--- src/core/cmpf_regs.svh ---
// Register offsets, field positions, reset values and timing counts of
// the comparator control and filter block.
// Assumes a 32-bit AXI4-Lite slave with one aligned word per register.
`ifndef CMPF_REGS_SVH
`define CMPF_REGS_SVH

// Byte offsets
`define CMPF_OFF_CTRL        5'h00
`define CMPF_OFF_FILT        5'h04
`define CMPF_OFF_IRQ_STAT    5'h08
`define CMPF_OFF_IRQ_EN      5'h0C
`define CMPF_OFF_IRQ_CLR     5'h10

// Control register fields
`define CMPF_CTRL_ON         15
`define CMPF_CTRL_PIN_EN     14
`define CMPF_CTRL_INVERT     13
`define CMPF_CTRL_AMP        10
`define CMPF_CTRL_EVT        9
`define CMPF_CTRL_RESULT     8
`define CMPF_CTRL_EVENT_POLARITY_HI   7
`define CMPF_CTRL_EVENT_POLARITY_LO   6
`define CMPF_CTRL_REF        4
`define CMPF_CTRL_CH_HI      1
`define CMPF_CTRL_CH_LO      0
`define CMPF_CTRL_WMASK      16'hE4D3
`define CMPF_CTRL_RMASK      16'hE6D3
`define CMPF_CTRL_RESET      16'h0000

// Filter register fields
`define CMPF_FILT_SEL_HI     6
`define CMPF_FILT_SEL_LO     4
`define CMPF_FILT_EN         3
`define CMPF_FILT_DIV_HI     2
`define CMPF_FILT_DIV_LO     0
`define CMPF_FILT_WMASK      16'h007F
`define CMPF_FILT_RESET      16'h0000

// Interrupt status bits
`define CMPF_IRQ_EVENT       0
`define CMPF_IRQ_WIDTH       1

// Filter: samples that must agree before the output moves
`define CMPF_FILT_SAMPLES    3'h3

`endif

--- src/core/cmpf_pkg.sv ---
// Types of the comparator control and filter block.
// Assumes the constants header is compiled alongside.
package cmpf_pkg;

  // Filter sample clock sources
  typedef enum logic [2:0] {
    CMPF_CLK_PERIPH  = 3'h0,
    CMPF_CLK_OSC     = 3'h1,
    CMPF_CLK_SYNC    = 3'h2,
    CMPF_CLK_RESVD   = 3'h3,
    CMPF_CLK_TIMER2  = 3'h4,
    CMPF_CLK_TIMER3  = 3'h5,
    CMPF_CLK_TIMER4  = 3'h6,
    CMPF_CLK_TIMER5  = 3'h7
  } cmpf_clk_sel_e;

  // Event polarity choices
  typedef enum logic [1:0] {
    CMPF_EV_NONE = 2'h0,
    CMPF_EV_RISE = 2'h1,
    CMPF_EV_FALL = 2'h2,
    CMPF_EV_BOTH = 2'h3
  } cmpf_event_polarity_e;

  // AXI write channel states, Gray along the usual path
  typedef enum logic [1:0] {
    CMPF_WR_IDLE = 2'h0,
    CMPF_WR_RESP = 2'h1
  } cmpf_wr_e;

endpackage : cmpf_pkg

--- src/core/cmpf_sync.sv ---
// Two-flop synchroniser for a single level from outside the clock domain.
// Assumes a synchronous active-high reset.
`timescale 1ns/1ps
`default_nettype none

module cmpf_sync (
  input  wire logic clock_i,
  input  wire logic rst_i,
  input  wire logic async_i,
  output logic      sync_o
);

  typedef struct packed {
    logic meta;
    logic sync;
  } cmpf_sync_s;

  cmpf_sync_s st_q;
  cmpf_sync_s st_d;

  // Next state: first flop feeds only the second
  always_comb
  begin
    st_d.meta = async_i;
    st_d.sync = st_q.meta;
  end

  // State register
  always_ff @(posedge clock_i)
  begin
    if (rst_i)
      st_q <= '0;
    else
      st_q <= st_d;
  end

  assign sync_o = st_q.sync;

endmodule // cmpf_sync

`default_nettype wire

--- src/core/cmpf_filter.sv ---
// Digital consecutive-sample filter for the comparator result.
// Assumes sample_tick_i is a one-cycle pulse on clock_i.
`timescale 1ns/1ps
`default_nettype none
`include "cmpf_regs.svh"

module cmpf_filter (
  input  wire logic clock_i,
  input  wire logic rst_i,
  input  wire logic enable_i,
  input  wire logic sample_tick_i,
  input  wire logic raw_i,
  output logic      filt_o
);

  typedef struct packed {
    logic       out;
    logic [2:0] cnt;
  } cmpf_filter_s;

  cmpf_filter_s st_q;
  cmpf_filter_s st_d;

  // Enabled, output moves only after enough agreeing samples; disabled, it follows the input
  always_comb
  begin
    st_d = st_q;
    if (!enable_i)
    begin
      st_d.out = raw_i;
      st_d.cnt = 3'h0;
    end
    else if (sample_tick_i)
    begin
      if (raw_i == st_q.out)
        st_d.cnt = 3'h0;
      else if (st_q.cnt == `CMPF_FILT_SAMPLES - 3'h1)
      begin
        st_d.out = raw_i;
        st_d.cnt = 3'h0;
      end
      else
        st_d.cnt = st_q.cnt + 3'h1;
    end
  end

  // State register
  always_ff @(posedge clock_i)
  begin
    if (rst_i)
      st_q <= '0;
    else
      st_q <= st_d;
  end

  assign filt_o = st_q.out;

endmodule // cmpf_filter

`default_nettype wire

--- src/core/cmpf_top.sv ---
// Comparator control and filter: control registers over AXI4-Lite,
// input multiplexer selects, result polarity, event flag, pin enable,
// digital output filter with selectable, divided sample clock.
// Assumes the analog comparator core sits outside; its raw result and the
// sample-clock sources arrive asynchronously and are synchronised here.
// Assumes a master with at most one write and one read outstanding.
//
// Functional notes
// - The unit runs only while the enable bit in bit 15 of control is one.
// - The result reaches the output pin only while the pin drive enable bit is set.
// - In amplifier mode the result pin output is never made available.
// - The reference select routes the positive input to the internal reference or the pin.
// - Channel select routes the negative input to amp outputs three, two, one or the pin.
// - Filter clock select picks timers five to two, reserved, pwm sync, oscillator, peripheral.
// - A selected input that the package lacks is driven from ground.
// - Unimplemented bits ignore writes and read as zero.
`timescale 1ns/1ps
`default_nettype none
`include "cmpf_regs.svh"

module cmpf_top (
  input  wire logic        clock_i,
  input  wire logic        rst_i,
  // AXI4-Lite slave
  input  wire logic [4:0]  s_axi_awaddr,
  input  wire logic        s_axi_awvalid,
  output logic             s_axi_awready,
  input  wire logic [31:0] s_axi_wdata,
  input  wire logic [3:0]  s_axi_wstrb,
  input  wire logic        s_axi_wvalid,
  output logic             s_axi_wready,
  output logic [1:0]       s_axi_bresp,
  output logic             s_axi_bvalid,
  input  wire logic        s_axi_bready,
  input  wire logic [4:0]  s_axi_araddr,
  input  wire logic        s_axi_arvalid,
  output logic             s_axi_arready,
  output logic [31:0]      s_axi_rdata,
  output logic [1:0]       s_axi_rresp,
  output logic             s_axi_rvalid,
  input  wire logic        s_axi_rready,
  // Analog side
  input  wire logic        raw_compare_i,
  input  wire logic [3:0]  input_present_i,
  input  wire logic        timer_two_clock_i,
  input  wire logic        timer_three_clock_i,
  input  wire logic        timer_four_clock_i,
  input  wire logic        timer_five_clock_i,
  input  wire logic        pwm_sync_output_i,
  input  wire logic        oscillator_clock_i,
  input  wire logic        peripheral_clock_i,
  output logic             unit_on_o,
  output logic             amplifier_select_o,
  output logic             positive_is_reference_o,
  output logic             positive_grounded_o,
  output logic [1:0]       negative_channel_select_o,
  output logic             negative_grounded_o,
  output logic             result_output_pin_o,
  output logic             result_output_pin_oe_n_o,
  output logic             irq_o
);

  // ==========================================================================
  // State
  // ==========================================================================
  typedef struct packed {
    logic [15:0]           ctrl;
    logic [15:0]           filt;
    logic [`CMPF_IRQ_WIDTH-1:0] stat;
    logic [`CMPF_IRQ_WIDTH-1:0] ien;
    cmpf_pkg::cmpf_wr_e    wst;
    logic                  aw_got;
    logic                  w_got;
    logic [4:0]            awaddr;
    logic [31:0]           wdata;
    logic [3:0]            wstrb;
    logic                  rvalid;
    logic [31:0]           rdata;
    logic [1:0]            rresp;
    logic [1:0]            bresp;
    logic                  clk_prev;
    logic [2:0]            sel_prev;
    logic [6:0]            div_cnt;
    logic                  result_prev;
    logic                  pin;
  } cmpf_top_s;

  cmpf_top_s st_q;
  cmpf_top_s st_d;

  // Internal nets
  logic raw_sync;
  logic src_sync [8];
  logic sample_src;
  logic src_rise;
  logic sample_tick;
  logic filtered;
  logic result;
  logic event_hit;
  logic [31:0] rd_word;
  logic rd_ok;
  logic [7:0] div_limit;

  // ==========================================================================
  // Input synchronisers
  // ==========================================================================
  // Index equals the filter clock select code; slot three stays low
  logic [7:0] src_async;
  assign src_async = {timer_five_clock_i, timer_four_clock_i, timer_three_clock_i,
                      timer_two_clock_i, 1'b0, pwm_sync_output_i,
                      oscillator_clock_i, peripheral_clock_i};

  cmpf_sync u_sync_raw (
    .clock_i (clock_i),
    .rst_i   (rst_i),
    .async_i (raw_compare_i),
    .sync_o  (raw_sync)
  );

  genvar gi;
  generate
    for (gi = 0; gi < 8; gi++)
    begin : g_src
      cmpf_sync u_sync_src (
        .clock_i (clock_i),
        .rst_i   (rst_i),
        .async_i (src_async[gi]),
        .sync_o  (src_sync[gi])
      );
    end
  endgenerate

  // ==========================================================================
  // Filter clock select and divider
  // ==========================================================================
  // Reserved code yields a stuck-low source, so no samples
  always_comb
  begin
    sample_src = src_sync[st_q.filt[`CMPF_FILT_SEL_HI:`CMPF_FILT_SEL_LO]];
  end

  // Skip the first cycle after a source change: the stored level is the old source's
  assign src_rise   = sample_src & ~st_q.clk_prev
                    & (st_q.sel_prev == st_q.filt[`CMPF_FILT_SEL_HI:`CMPF_FILT_SEL_LO]);
  // Divide by 2^code: one tick per div_limit source edges
  assign div_limit  = 8'h01 << st_q.filt[`CMPF_FILT_DIV_HI:`CMPF_FILT_DIV_LO];
  // Compare with >= so that a smaller ratio written mid-count cannot leave the
  // counter above its new limit, which would starve the filter for a full wrap
  assign sample_tick = src_rise
                     && ({1'b0, st_q.div_cnt} >= div_limit - 8'h01);

  cmpf_filter u_filter (
    .clock_i       (clock_i),
    .rst_i         (rst_i),
    .enable_i      (st_q.filt[`CMPF_FILT_EN]),
    .sample_tick_i (sample_tick),
    .raw_i         (raw_sync),
    .filt_o        (filtered)
  );

  // ==========================================================================
  // Result, event detection and pin
  // ==========================================================================
  // Disabled unit holds result low
  assign result = st_q.ctrl[`CMPF_CTRL_ON]
                & (filtered ^ st_q.ctrl[`CMPF_CTRL_INVERT]);

  // Event edge per polarity; a set flag masks new triggers
  always_comb
  begin
    case (cmpf_pkg::cmpf_event_polarity_e'(st_q.ctrl[`CMPF_CTRL_EVENT_POLARITY_HI:`CMPF_CTRL_EVENT_POLARITY_LO]))
      cmpf_pkg::CMPF_EV_RISE: event_hit = result & ~st_q.result_prev;
      cmpf_pkg::CMPF_EV_FALL: event_hit = ~result & st_q.result_prev;
      cmpf_pkg::CMPF_EV_BOTH: event_hit = result ^ st_q.result_prev;
      default:                event_hit = 1'b0;
    endcase
    event_hit = event_hit & ~st_q.ctrl[`CMPF_CTRL_EVT];
  end

  // ==========================================================================
  // Register read mux
  // ==========================================================================
  always_comb
  begin
    rd_word = 32'h0000_0000;
    rd_ok   = 1'b1;
    case (s_axi_araddr)
      // Control reads the writable bits, the event flag and the live result
      `CMPF_OFF_CTRL:     rd_word[15:0] = (st_q.ctrl & `CMPF_CTRL_RMASK)
                                          | {7'h00, result, 8'h00};
      `CMPF_OFF_FILT:     rd_word[15:0] = st_q.filt & `CMPF_FILT_WMASK;
      `CMPF_OFF_IRQ_STAT: rd_word[`CMPF_IRQ_WIDTH-1:0] = st_q.stat;
      `CMPF_OFF_IRQ_EN:   rd_word[`CMPF_IRQ_WIDTH-1:0] = st_q.ien;
      `CMPF_OFF_IRQ_CLR:  rd_word = 32'h0000_0000;
      // Unmapped offsets answer with an error
      default:            rd_ok = 1'b0;
    endcase
  end

  // ==========================================================================
  // Next state
  // ==========================================================================
  always_comb
  begin
    st_d = st_q;
    // Source level, source choice and result of this cycle, for edge detection
    st_d.clk_prev    = sample_src;
    st_d.sel_prev    = st_q.filt[`CMPF_FILT_SEL_HI:`CMPF_FILT_SEL_LO];
    st_d.result_prev = result;
    if (src_rise)
      st_d.div_cnt = sample_tick ? 7'h00 : st_q.div_cnt + 7'h01;
    // Pin shows result only when enabled and not in amplifier mode
    st_d.pin = result & st_q.ctrl[`CMPF_CTRL_PIN_EN]
             & ~st_q.ctrl[`CMPF_CTRL_AMP];

    // Write address and data taken in either order
    if (s_axi_awvalid && !st_q.aw_got && st_q.wst == cmpf_pkg::CMPF_WR_IDLE)
    begin
      st_d.aw_got = 1'b1;
      st_d.awaddr = s_axi_awaddr;
    end
    if (s_axi_wvalid && !st_q.w_got && st_q.wst == cmpf_pkg::CMPF_WR_IDLE)
    begin
      st_d.w_got = 1'b1;
      st_d.wdata = s_axi_wdata;
      st_d.wstrb = s_axi_wstrb;
    end

    // Both halves held: apply the write, then answer until bready
    case (st_q.wst)
      cmpf_pkg::CMPF_WR_IDLE:
      begin
        if (st_q.aw_got && st_q.w_got)
        begin
          st_d.aw_got = 1'b0;
          st_d.w_got  = 1'b0;
          st_d.bresp  = 2'h0;
          st_d.wst    = cmpf_pkg::CMPF_WR_RESP;
          case (st_q.awaddr)
            `CMPF_OFF_CTRL:
            begin
              if (st_q.wstrb[0])
                st_d.ctrl[7:0] = st_q.wdata[7:0] & 8'(`CMPF_CTRL_WMASK);
              if (st_q.wstrb[1])
              begin
                st_d.ctrl[15:8] = st_q.wdata[15:8] & 8'(`CMPF_CTRL_WMASK >> 8);
                // Event flag: a zero clears it, a one leaves it as it is
                st_d.ctrl[`CMPF_CTRL_EVT] = st_q.ctrl[`CMPF_CTRL_EVT]
                                          & st_q.wdata[`CMPF_CTRL_EVT];
              end
            end
            `CMPF_OFF_FILT:
              if (st_q.wstrb[0])
                st_d.filt[7:0] = st_q.wdata[7:0] & 8'h7F;
            `CMPF_OFF_IRQ_EN:
              if (st_q.wstrb[0])
                st_d.ien = st_q.wdata[`CMPF_IRQ_WIDTH-1:0];
            `CMPF_OFF_IRQ_CLR:
              if (st_q.wstrb[0])
                st_d.stat = st_q.stat & ~st_q.wdata[`CMPF_IRQ_WIDTH-1:0];
            `CMPF_OFF_IRQ_STAT: ;
            // Unmapped: error response, nothing written
            default: st_d.bresp = 2'h2;
          endcase
        end
      end
      cmpf_pkg::CMPF_WR_RESP:
        if (s_axi_bready)
          st_d.wst = cmpf_pkg::CMPF_WR_IDLE;
      default:
        st_d.wst = cmpf_pkg::CMPF_WR_IDLE;
    endcase

    // Hardware set wins over software clear
    if (event_hit)
    begin
      st_d.ctrl[`CMPF_CTRL_EVT]  = 1'b1;
      st_d.stat[`CMPF_IRQ_EVENT] = 1'b1;
    end

    // Read channel
    if (s_axi_arvalid && !st_q.rvalid)
    begin
      st_d.rvalid = 1'b1;
      st_d.rdata  = rd_word;
      st_d.rresp  = rd_ok ? 2'h0 : 2'h2;
    end
    else if (st_q.rvalid && s_axi_rready)
      st_d.rvalid = 1'b0;
  end

  // ==========================================================================
  // State register
  // ==========================================================================
  always_ff @(posedge clock_i)
  begin
    if (rst_i)
    begin
      st_q      <= '0;
      st_q.ctrl <= `CMPF_CTRL_RESET;
      st_q.filt <= `CMPF_FILT_RESET;
      st_q.wst  <= cmpf_pkg::CMPF_WR_IDLE;
    end
    else
      st_q <= st_d;
  end

  // ==========================================================================
  // Outputs
  // ==========================================================================
  // Handshakes come straight from state; data and responses are registered
  assign s_axi_awready = !st_q.aw_got && st_q.wst == cmpf_pkg::CMPF_WR_IDLE;
  assign s_axi_wready  = !st_q.w_got && st_q.wst == cmpf_pkg::CMPF_WR_IDLE;
  assign s_axi_bvalid  = st_q.wst == cmpf_pkg::CMPF_WR_RESP;
  assign s_axi_bresp   = st_q.bresp;
  assign s_axi_arready = !st_q.rvalid;
  assign s_axi_rvalid  = st_q.rvalid;
  assign s_axi_rdata   = st_q.rdata;
  assign s_axi_rresp   = st_q.rresp;

  // Analog routing controls
  assign unit_on_o                 = st_q.ctrl[`CMPF_CTRL_ON];
  assign amplifier_select_o        = st_q.ctrl[`CMPF_CTRL_AMP];
  assign positive_is_reference_o   = st_q.ctrl[`CMPF_CTRL_REF];
  assign negative_channel_select_o = st_q.ctrl[`CMPF_CTRL_CH_HI:`CMPF_CTRL_CH_LO];
  // Missing inputs tie to ground
  assign positive_grounded_o = st_q.ctrl[`CMPF_CTRL_REF] ? 1'b0
                             : ~input_present_i[0];
  assign negative_grounded_o = ~input_present_i[st_q.ctrl[`CMPF_CTRL_CH_HI:
                               `CMPF_CTRL_CH_LO]];

  // Registered pin value and its active-low drive enable
  assign result_output_pin_o      = st_q.pin;
  assign result_output_pin_oe_n_o = ~(st_q.ctrl[`CMPF_CTRL_PIN_EN]
                                    & ~st_q.ctrl[`CMPF_CTRL_AMP]);
  // Level interrupt while any enabled status bit stands
  assign irq_o = |(st_q.stat & st_q.ien);

endmodule // cmpf_top

`default_nettype wire

--- config.mk ---
export PLATFORM = sky130hd
export DESIGN_NAME = cmpf_top
export DESIGN_NICKNAME = d
export VERILOG_FILES = /design/src/core/cmpf_pkg.sv /design/src/core/cmpf_sync.sv /design/src/core/cmpf_filter.sv /design/src/core/cmpf_top.sv
export VERILOG_INCLUDE_DIRS = /design/src /design/src/core
export SDC_FILE = /design/constraint.sdc
export NUM_CORES = 1
export LEC_CHECK = 0
export BUFFER_PORTS_ARGS = -buffer_cell sky130_fd_sc_hd__buf_2
export CORE_MARGIN = 2
export CORE_UTILIZATION = 41
export CTS_BUF_LIST = sky130_fd_sc_hd__clkbuf_16
export CTS_CLUSTER_DIAMETER = 100
export CTS_CLUSTER_SIZE = 12
export DETAILED_ROUTE_END_ITERATION = 6
export PLACE_DENSITY = 0.75
export SYNTH_ARGS = -nofsm -noshare
export SYNTH_HDL_FRONTEND = slang
export SYNTH_SLANG_ARGS = --single-unit
--- constraint.sdc ---
create_clock -name clock_i -period 4 [get_ports clock_i]
set_input_delay 0.2 -clock clock_i [delete_from_list [all_inputs] [get_ports clock_i]]
set_output_delay 0.2 -clock clock_i [all_outputs]
set_load 0.02 [all_outputs]
Word level (Yosys, flattened, before mapping):

Cells that the tools add are included.

* reduce and logical (&&, ||, !) cells: 35
* shifts and indexed selects: 1
* mux-type cells: 39
* add/subtract/negate cells: 3
* bitwise logic cells: 26
* equal/unequal tests: 20
* magnitude comparators: 3

Operators by type and width (number)
* $mux W10: 3
* $pmux W15 S2: 1
* $reduce_and A4 Y1: 6
* $eq A5 B4 Y1 const B: 4
* $mux W1: 17
* $or A16 B9 Y16: 1
* $reduce_bool A2 Y1: 7
* $and A1 B1 Y1: 12
* $mux W2: 6
* $eq A5 B3 Y1 const B: 2
* $eq A5 B5 Y1 const B: 2
* $logic_and A1 B1 Y1: 10
* $logic_not A5 Y1: 2
* $not A1 Y1: 10
* $reduce_or A5 Y1: 2
* $ge A7 B8 Y1: 1
* $mux W4: 2
* $mux W8: 1
* $ne A2 B1 Y1 const B: 4
* $shl A1 B3 Y8 const A: 1
* $sub A8 B1 Y8 const B: 1
* $add A7 B1 Y7 const B: 1
* $mux W7: 1
* $mux W3: 2
* other kinds (22): 28

* output and inout port bits: 51
* input port bits: 65
* flip-flop bits (word level): 101

Logic depth before layout (Yosys ltp):

Gate-level depths: netlist of the first run.

* word-level depth: 9
* mapped depth: 14
* gate-level depth less buffers: 12

By module:

A second synthesis of the first run with hierarchy kept.

* cells, all modules: 455
* area total of the unflattened synthesis: 4164.0 um2

Modules (own cells, without submodules)
* cmpf_top: times used 1, cells an instance 395, area each 3468.3 um2
* cmpf_sync: times used 9, cells an instance 4, area each 52.6 um2
* cmpf_filter: times used 1, cells an instance 24, area each 222.7 um2

Worst setup path before layout of the first run:

No wires, ideal clock.

* path kind: reg-to-reg
* start: register st_q[97] in the netlist's numbering
* end: register u_filter.st_q, in the netlist u_filter.filt_o
* clock period less this slack: 2.940 ns
* slack: 1.060 ns
* data required time: 3.928 ns
* data arrival time: 2.868 ns
* cell stages (with the launch flop): 14
* path buffers: 2
* cells stage by stage: dfxtp_1 > clkbuf_1 > or3_1 > ha_1 > clkbuf_1 > xor2_1 > nor2_1 > a21oi_1 > ha_1 > nand3_1 > a211oi_1 > nor2_2 > o31ai_1 > mux2i_1

* longest elaborated chain between the ends: 6

RTL lines
* from (decl): line cmpf_top.sv:88 `cmpf_top_s st_q;`
* from (signal assigned): line cmpf_top.sv:305 `st_q <= st_d;`
* $shl A1 B3 Y8: line cmpf_top.sv:146 `` assign div_limit = 8'h01 << st_q.filt[`CMPF_FILT_DIV_HI:`CMPF_FILT_DIV_LO]; ``
* $sub A8 B1 Y8: line cmpf_top.sv:150 `&& ({1'b0, st_q.div_cnt} >= div_limit - 8'h01);`
* $ge A7 B8 Y1: line cmpf_top.sv:150
* $logic_and A1 B1 Y1: line cmpf_top.sv:150
* $ne A2 B1 Y1 (no line)
* $reduce_and A3 Y1 (no line)
* to (signal assigned): line cmpf_filter.sv:53 `st_q <= st_d;`
* to (decl): line cmpf_filter.sv:21 `cmpf_filter_s st_q;`

No other way between the ends.
A chain may end at the register's enable or synchronous reset.

Final worst setup path of the first run:

Ends and elaborated chain as after synthesis.

==> impl_metrics.toml, run 1 <==
[clock_network]
root_buffer = "clkbuf_16"
clkTransAtPathRegs_ns = 0.07
post_cts_resized = 0
clk_path_buf_depth = 2
cts_setup_buffers = 0
cts_buffers = 9
ctsHoldBuffers = 0
cts_tree = "done"
htree_num_levels = 3
clk_latency_ns = 0.33
clock-sinks = 92

[logic_synthesis]
syn-cell-area_sq_mm = 0.00418
dominantRegCellSynth = "dfxtp_1"
synth_top_area_share_pct = 44.0
ys_seq_area_share_pct = 44.0
synth.most_common_cell = "dfxtp_1"
netlist_top_cells_area = "dfxtp_1, buf_4, mux2i_1, nor2_1, a21oi_1"
yosys_warnings = 0
ys_async_sr_fraction_pct = 0
synth_enable_flop_cells = 0
ys_types = 48
synth_commonest_cells = "dfxtp_1, nor2_1, nand2_1"
synth_top_area_cell = "dfxtp_1"
synth_area_per_cell_sq_um = 9.09
synth_seq_cells = 92
netlist_instances = 460

[critical_path]
r2r_slack_ns = 0.85
cp_common_cell = "ha_1"
crit_required_ns = 4.27
path_delay_family = "compound AO/OA/AOI/OAI gates"
cp.arrival_ns = 3.41
crit_path_max_fanout = 9
critPathMaxStageDelay_ns = 0.47
critical_path_class = "register to register"
worst_setup_path_end_kind = "register"
cp_num_buf_inv = 0
cp-start-kind = "register"
critical_path.slowest_cell = "a211oi_1"
crit_chain = "or3_1 > ha_1 > xor2_1 > nor2_1 > a21oi_1 > ha_1 > nand3_1 > a211oi_1 > nor2_2 > o31ai_1 > mux2i_1"

[power]
ir_drop_mv = 0.183
p_seq_share_pct = 50.4
pwr-share-clk_pct = 42.3
combPwrFrac_pct = 7.3
netSwitchingPower_uw = 480
leakagePower_uw = 0.00196
p_int_uw = 1430
p_per_area_mw_per_mm2 = 405
p_sw_share_pct = 25.2

[sta]
final.min_clock_period_ns = 3.15
rsz0062_at_grt = "no"
setup_viol = 0
slew_viol_final = 0
setup_slack_ns = 0.855
worstMarginPinSlew_ns = 0.841
clock.fmax_mhz = 318
slew_headroom_pct = 44.0
fin_worst_skew_ns = 0.00651
period_share_pct = 78.6
fin_tns_setup_ns = 0
hold_violations = 0

[layout]
final_cells = 641
post-route-util_pct = 47.9
syn_to_final_growth_pct = 12.4
layout.nets = 579
antenna-diode-count = 0
fill_cells = 960
final_area_sq_mm = 0.00470
drive_above_1_share_pct = 21.5

[route]
via_per_inst = 4.95
vias = 3173
drt_iter0_markers = 160
drc = 0
finalWirelength_mm = 8.23
first_pass_iters = 4
postRouteAntennaNets = 0
wl_per_cell_um = 12.8

[global_route]
overflow = 0
grt_max_degree = 47
grt_first_pass_wirelength_mm = 13.4
grt_pass1_vias = 2881
antenna_found_initial = 0
grtUsageMet1_pct = 19.4
grt_use_met2_pct = 24.3
grtUsageTotal_pct = 14.8
use_met3_pct = 3.81
grt-busiest-layer = "met2"

[place]
routabilityCongestion = 0.778
hpwl_mm = 5.97
placedInstanceArea_sq_mm = 0.00441
port_buffers = 74
preCtsSetupSlack_ns = 0.966
place_inst = 625

[floorplanning]
die_y_um = 105
core_area_sq_mm = 0.00982
row_count = 36
dieWidth_um = 105
io_pins = 116
start_util_pct = 42.6
fp.dieArea_sq_mm = 0.0110

[min_path]
min_path_type = "input pin to register"

[job]
maxCapViolCount = 0

[status]
status = "finished clean"
==> power groups by stage <==
stage	sequential (uW)	combinational, uW	clock (uW)
3_5_place_dp	982	138	0
3_3_place_gp	980	135	0
6_report	961	138	806
5_1_grt	964	154	857
4_1_cts	960	139	827
2_1_floorplan	976	116	0
==> layer usage <==
layer  up-vias  part of all wire [%]
li1       1587                     -
met1      1494                    46
met2        88                    48
met3         4                   5.1
met4         0                  0.56
met5         -                     0
==> worst register-to-register path: cells and delay by family (launching register included) <==
| family | cells | cell delay (ns) |
|---|---|---|
| AOI/OAI and AO/OA | 3 | 0.86 |
| xor gates and xnor gates | 1 | 0.17 |
| adders and majority gates | 2 | 0.60 |
| DFF | 1 | 0.40 |
| muxes | 1 | 0.21 |
| and+or+nand+nor | 4 | 0.85 |
==> placed cells by master (no fill, tap or decap), types with 12 or more instances in the layout <==
cell type / count
nand3_1: 12
a21oi_1: 36
nor2b_1: 22
mux2i_1: 24
nand2_1: 43
conb_1: 20
inv_1: 16
nor2_1: 53
dfxtp_1: 92
buf_2: 74
==> cell families (layout without fill, tap and decap cells) <==
logic type,Yosys count,in the layout,synth area share (%)
xor+xnor,8,8,1.68
simple gates,171,171,20.8
other cells,1,20,0.0897
mux,30,30,8.17
flops,92,92,44.0
fa+ha+maj,11,11,3.29
buf+inv,79,108,10.9
compound gates,68,68,11.1
==> final cells by class <==
type,count,area [sq um],area share (%)
clock buffer,9,225,4.79
clock inverter,7,70.1,1.49
inverter,17,63.8,1.36
multi-input combinational,308,1960,41.6
sequential,92,1840,39.2
tap,133,166,3.54
timing repair buffer,75,378,8.04
==> worst paths after layout <==
path,cells after the start,startpoint,end
min reg2reg,1,g_src[2].u_sync_src.st_d[0],g_src[2].u_sync_src.sync_o
max reg2reg,11,st_q[97],u_filter.filt_o
min,2,timer_five_clock_i,g_src[7].u_sync_src.st_d[0]
max,11,st_q[97],u_filter.filt_o
==> sequential cells by signal, summed over array words and instances, names as in the netlist, 2 cells and up <==
register	cells
st_q	46
s_axi_rdata	14
g_src.u_sync_src.st_d	7
g_src.u_sync_src.sync_o	7
st_d	3
u_filter.st_q	3
negative_channel_select_o	2
==> per-stage QoR <==
step	total power (uW)	hold WS, ns
final	1900	0.0678
after global routing	1980	0.0666
after CTS	1930	0.0564
after detailed placement	1120	0.412
after global placement	1110	0.416
after floorplan	1090	0.328
(Power assumes the default switching activity.)
==> run 2: changes to the inputs <==
Clock period 4 ns to 3.08 ns, I/O delays scaled along.
==> run 2 against run 1 <==
  * Sequential power up 30%
  * Worst hold slack worse by 0.050 ns
  * Register-to-register slack worse by 0.67 ns
  * Flip-flop and latch count unchanged
  * Core utilization up 0.93 points
  * First-iteration DRC count up 21%
  * Combinational power up 31%
  * Final area up 1.9%
  * Wire length up 1.7%
  * Global-route usage up 0.47 points
  * Total power up 36%
  * Critical path type unchanged
  * Critical endpoint unchanged
==> impl_metrics.toml, run 2 (synthesized netlist as in run 1, its figures left out) <==
[place]
routabilityCongestion = 0.786
hpwl_mm = 6.14
preCtsSetupSlack_ns = 0.0853
port_buffers = 74
place_inst = 630

[clock_network]
cts_tree = "done"
cts_buffers = 9
clk_path_buf_depth = 2
root_buffer = "clkbuf_16"
clock-sinks = 92
clkTransAtPathRegs_ns = 0.07
htree_num_levels = 3
clk_latency_ns = 0.34

[route]
finalWirelength_mm = 8.37
postRouteAntennaNets = 0
drt_iter0_markers = 193
first_pass_iters = 5
vias = 3235
drc = 0
via_per_inst = 4.99
wl_per_cell_um = 12.9

[critical_path]
cp_num_buf_inv = 1
path_delay_family = "simple AND/OR/NAND/NOR gates"
reg2reg_depth = 12
crit_path_max_fanout = 9
cp.arrival_ns = 3.16
cp-start-kind = "register"
worst_setup_path_end_kind = "register"
crit_chain = "or3_1 > ha_1 > xor2_1 > nor2_1 > a21oi_1 > ha_1 > nand3_1 > o211ai_1 > buf_4 > nor2_4 > o31ai_1 > mux2i_1"
cp_common_cell = "ha_1"
critical_path.slowest_cell = "dfxtp_1"
crit_required_ns = 3.35
crit_cells = 12
critical_path_class = "register to register"
critPathMaxStageDelay_ns = 0.39

[layout]
layout.nets = 586
largest-register = "st_q"
antenna-diode-count = 0
final_cells = 648
layout_commonest_cell = "dfxtp_1"
syn_to_final_growth_pct = 14.6
drive_above_1_share_pct = 22.9
largest_reg_flops = 46
layout_common_cells = "dfxtp_1, buf_2, nor2_1"

[sta]
fin_worst_skew_ns = 0.00375
worstMarginPinSlew_ns = 0.676
hold_violations = 0
hold_ws_ns = 0.0175
period_share_pct = 94.0
final.min_clock_period_ns = 2.89
slew_headroom_pct = 54.6
setup_slack_ns = 0.186
clock.fmax_mhz = 346
slew_viol_final = 0
fin_tns_setup_ns = 0
setup_viol = 0

[floorplanning]
die_y_um = 105
dieWidth_um = 105
start_util_pct = 42.6
io_pins = 116
core_area_sq_mm = 0.00982
fp.dieArea_sq_mm = 0.0110
row_count = 36

[status]
status = "finished clean"

[power]
leakagePower_uw = 0.00201
ir_drop_mv = 0.256
p_per_area_mw_per_mm2 = 539

[global_route]
grt_max_degree = 42
overflow = 0
grt_first_pass_wirelength_mm = 14.0
grtUsageTotal_pct = 15.2
grtUsageMet1_pct = 20.6
grt-busiest-layer = "met2"
grt_pass1_vias = 3026
use_met3_pct = 2.99
grt_use_met2_pct = 24.6
antenna_found_initial = 0

[min_path]
hold-path-cell-count = 2
min_path_type = "input pin to register"

[job]
maxCapViolCount = 0
run 2: repair_timing:
item | 4_1_cts | 5_1_grt
setup endpoints to repair | 0 | 7
hold buffers | 0 | 0
resized for setup | 0 | 3
buffers inserted | 0 | 2
run 2: power breakdown:
group          internal (uW)  leakage [uW]  switching [uW]
registers               1220      0.000749            24.3
clock network            653      0.000153             501
logic                   63.9       0.00111             117
run 2: area by class of cell:
| type | instances | area [sq um] |
|---|---|---|
| multi-input combinational | 308 | 1970 |
| tap | 133 | 166 |
| fill | 950 | 5030 |
| clock inverter | 7 | 93.8 |
| inverter | 17 | 63.8 |
| timing repair buffer | 82 | 430 |
| clock buffer | 9 | 225 |
| sequential | 92 | 1840 |
run 2: path summary, 6_finish.rpt:
kind	startpoint	slack, ns	end
hold reg to reg	g_src[4].u_sync_src.st_d[0]	0.44	g_src[4].u_sync_src.sync_o
setup reg to reg	st_q[99]	0.19	u_filter.filt_o
setup / recovery	st_q[99]	0.19	u_filter.filt_o
hold / removal	timer_five_clock_i	0.02	g_src[7].u_sync_src.st_d[0]
run 2: per-layer routing:
layer / share of wire (%) / wire (um) / up-vias
met5: 0 / 0 / -
met4: 1.2 / 100 / 0
met3: 4.8 / 398 / 10
met2: 47 / 3950 / 89
met1: 47 / 3920 / 1533
li1: - / - / 1603
run 2: through the flow:
step	total power, uW	area, sq um	utilization, %
floorplan	1420	4250	-
global placement	1450	4440	45.3
detailed placement	1460	4440	45.3
CTS	2600	4760	48.5
global route	2680	4790	48.8
finish	2580	4790	48.8
==> run 3: changes to the inputs <==
--- a/config.mk
+++ b/config.mk
@@ -9,10 +9,10 @@
 export BUFFER_PORTS_ARGS = -buffer_cell sky130_fd_sc_hd__buf_2
 export CORE_MARGIN = 2
-export CORE_UTILIZATION = 41
+export CORE_UTILIZATION = 52
 export CTS_BUF_LIST = sky130_fd_sc_hd__clkbuf_16
 export CTS_CLUSTER_DIAMETER = 100
 export CTS_CLUSTER_SIZE = 12
 export DETAILED_ROUTE_END_ITERATION = 6
-export PLACE_DENSITY = 0.75
+export PLACE_DENSITY = 0.89
 export SYNTH_ARGS = -nofsm -noshare
 export SYNTH_HDL_FRONTEND = slang
==> constraint.sdc (replaced) <==
create_clock -name clock_i -period 3.08 [get_ports clock_i]
set_input_delay 0.308 -clock clock_i [delete_from_list [all_inputs] [get_ports clock_i]]
set_output_delay 0.308 -clock clock_i [all_outputs]
set_load 0.02 [all_outputs]
==> run 3 against run 2 <==
  * Via count rose by 2.4%
  * Clock-buffer cell count did not move
  * Maximum frequency fell by 3.1%
  * Non-clock buffer count fell by 2
  * Core utilization rose by 12 points
  * Worst hold slack improved by 0.16 ns
  * Cell count fell by 5.1%
  * Critical path type unchanged
  * Sequential share of layout area rose by 0.53 points
  * Clock skew rose by 0.0023 ns
  * Combinational power barely moved
  * First-iteration DRC count rose by 6.2%
==> impl_metrics.toml, run 3 (synthesized netlist as in run 1, its figures left out) <==
[layout]
antenna-diode-count = 0
layout_commonest_cell = "dfxtp_1"
fill_cells = 622
syn_to_final_growth_pct = 13.1
ff_latch_area_sq_mm = 0.00184
final_area_sq_mm = 0.00473
multi_input_area_sq_mm = 0.00200
drive_above_1_share_pct = 23.6
largest-register = "st_q"
layout.nets = 584
layout_common_cells = "dfxtp_1, buf_2, nor2_1"
largest_reg_flops = 46

[critical_path]
critical_path_class = "register to register"
cp.arrival_ns = 3.24
cp_common_cell = "buf_4"
cp_num_buf_inv = 2
critical_path.slowest_cell = "dfxtp_1"
path_delay_family = "simple AND/OR/NAND/NOR gates"
crit_chain = "or3_1 > ha_2 > a21o_1 > a21oi_1 > ha_1 > nand3_1 > o211ai_1 > buf_4 > buf_4 > nor3_1 > nor2_1 > o32ai_2"
crit_path_max_fanout = 8
critPathMaxStageDelay_ns = 0.40
crit_required_ns = 3.33
worst_setup_path_end_kind = "register"
cp-start-kind = "register"

[min_path]
min_path_type = "input pin to register"

[sta]
final.min_clock_period_ns = 2.99
setup_viol = 0
slew_viol_final = 0
clock.fmax_mhz = 335
fin_tns_setup_ns = 0
hold_ws_ns = 0.173
hold_violations = 0
worstMarginPinSlew_ns = 0.668
fin_worst_skew_ns = 0.00609
period_share_pct = 96.9
slew_headroom_pct = 55.5
rsz0062_at_grt = "no"

[clock_network]
root_buffer = "clkbuf_16"
clk_latency_ns = 0.34
clkTransAtPathRegs_ns = 0.07
clk_path_buf_depth = 2
cts_tree = "done"
cts_buffers = 9
ctsHoldBuffers = 0
clock-sinks = 92
htree_num_levels = 3

[power]
p_per_area_mw_per_mm2 = 523
netSwitchingPower_uw = 626
p_sw_share_pct = 25.3
ir_drop_mv = 0.332
combPwrFrac_pct = 7.4
p_seq_share_pct = 50.5
leakagePower_uw = 0.00199
pwr-share-clk_pct = 42.2
p_int_uw = 1850

[route]
drc = 0
drt_iter0_markers = 205
wl_per_cell_um = 15.1
vias = 3313
finalWirelength_mm = 9.31
via_per_inst = 5.39
first_pass_iters = 5
postRouteAntennaNets = 0

[global_route]
grt_pass1_vias = 3086
grt_first_pass_wirelength_mm = 15.0
antenna_found_initial = 0
grtUsageTotal_pct = 22.0
grt_max_degree = 56
overflow = 0

[place]
placedInstanceArea_sq_mm = 0.00439
routabilityCongestion = 0.806
hpwl_mm = 6.30
port_buffers = 74

[job]
maxCapViolCount = 0

[floorplanning]
io_pins = 116
dieWidth_um = 93.7
start_util_pct = 53.8
die_y_um = 93.7
row_count = 32
fp.dieArea_sq_mm = 0.00878
core_area_sq_mm = 0.00777

[status]
status = "finished clean"
[run 3: cell type report]
type / count / area share, %
multi-input combinational: 308 / 42.2
inverter: 17 / 1.35
clock inverter: 7 / 1.24
tap: 102 / 2.70
clock buffer: 9 / 4.76
timing repair buffer: 80 / 8.78
sequential: 92 / 39.0
[run 3: worst paths after layout]
| path | end | slack, ns | cells past startpoint | start |
|---|---|---|---|---|
| max | st_q[4] | 0.09 | 12 | st_q[99] |
| max reg2reg | st_q[4] | 0.09 | 12 | st_q[99] |
| min reg2reg | g_src[6].u_sync_src.sync_o | 0.43 | 1 | g_src[6].u_sync_src.st_d[0] |
| min | g_src[2].u_sync_src.st_d[0] | 0.17 | 2 | pwm_sync_output_i |
[run 3: stage by stage]
step	std cells	util, %	total power (uW)	worst slack [ns]
3_3_place_gp	597	56.5	1450	0.175
4_1_cts	615	60.5	2490	0.0260
3_5_place_dp	597	56.5	1460	0.00933
5_1_grt	615	60.9	2570	0.00851
6_report	615	60.9	2470	0.0941
2_1_floorplan	479	-	1420	0.140
[run 3: worst register-to-register path, stage by stage, from the launching register on]
cell and delay [ns]:
dfxtp_1 0.40, or3_1 0.37, ha_2 0.25, a21o_1 0.22, a21oi_1 0.21, ha_1 0.27, nand3_1 0.19, o211ai_1 0.16
buf_4 0.18, buf_4 0.14, nor3_1 0.22, nor2_1 0.10, o32ai_2 0.20
[run 3: what timing repair did]
item	4_1_cts	5_1_grt
setup buffers	2	0
pin swaps	1	1
endpoints found under the setup margin	6	9
resized for setup	2	7
[run 3: per-layer routing]
layer	vias up	track usage (%)	part of all wire, %
li1	1602	-	-
met1	1531	26.6	39
met2	153	36.8	51
met3	27	3.93	6.4
met4	0	12.7	3.2
met5	-	0	0
[run 3: power groups by stage]
stage / sequential [uW] / combinational (uW) / clock, uW
after floorplan: 1270 / 151 / 0
after global placement: 1270 / 175 / 0
after detailed placement: 1270 / 181 / 0
after CTS: 1250 / 182 / 1060
after global routing: 1250 / 204 / 1110
final: 1250 / 183 / 1040
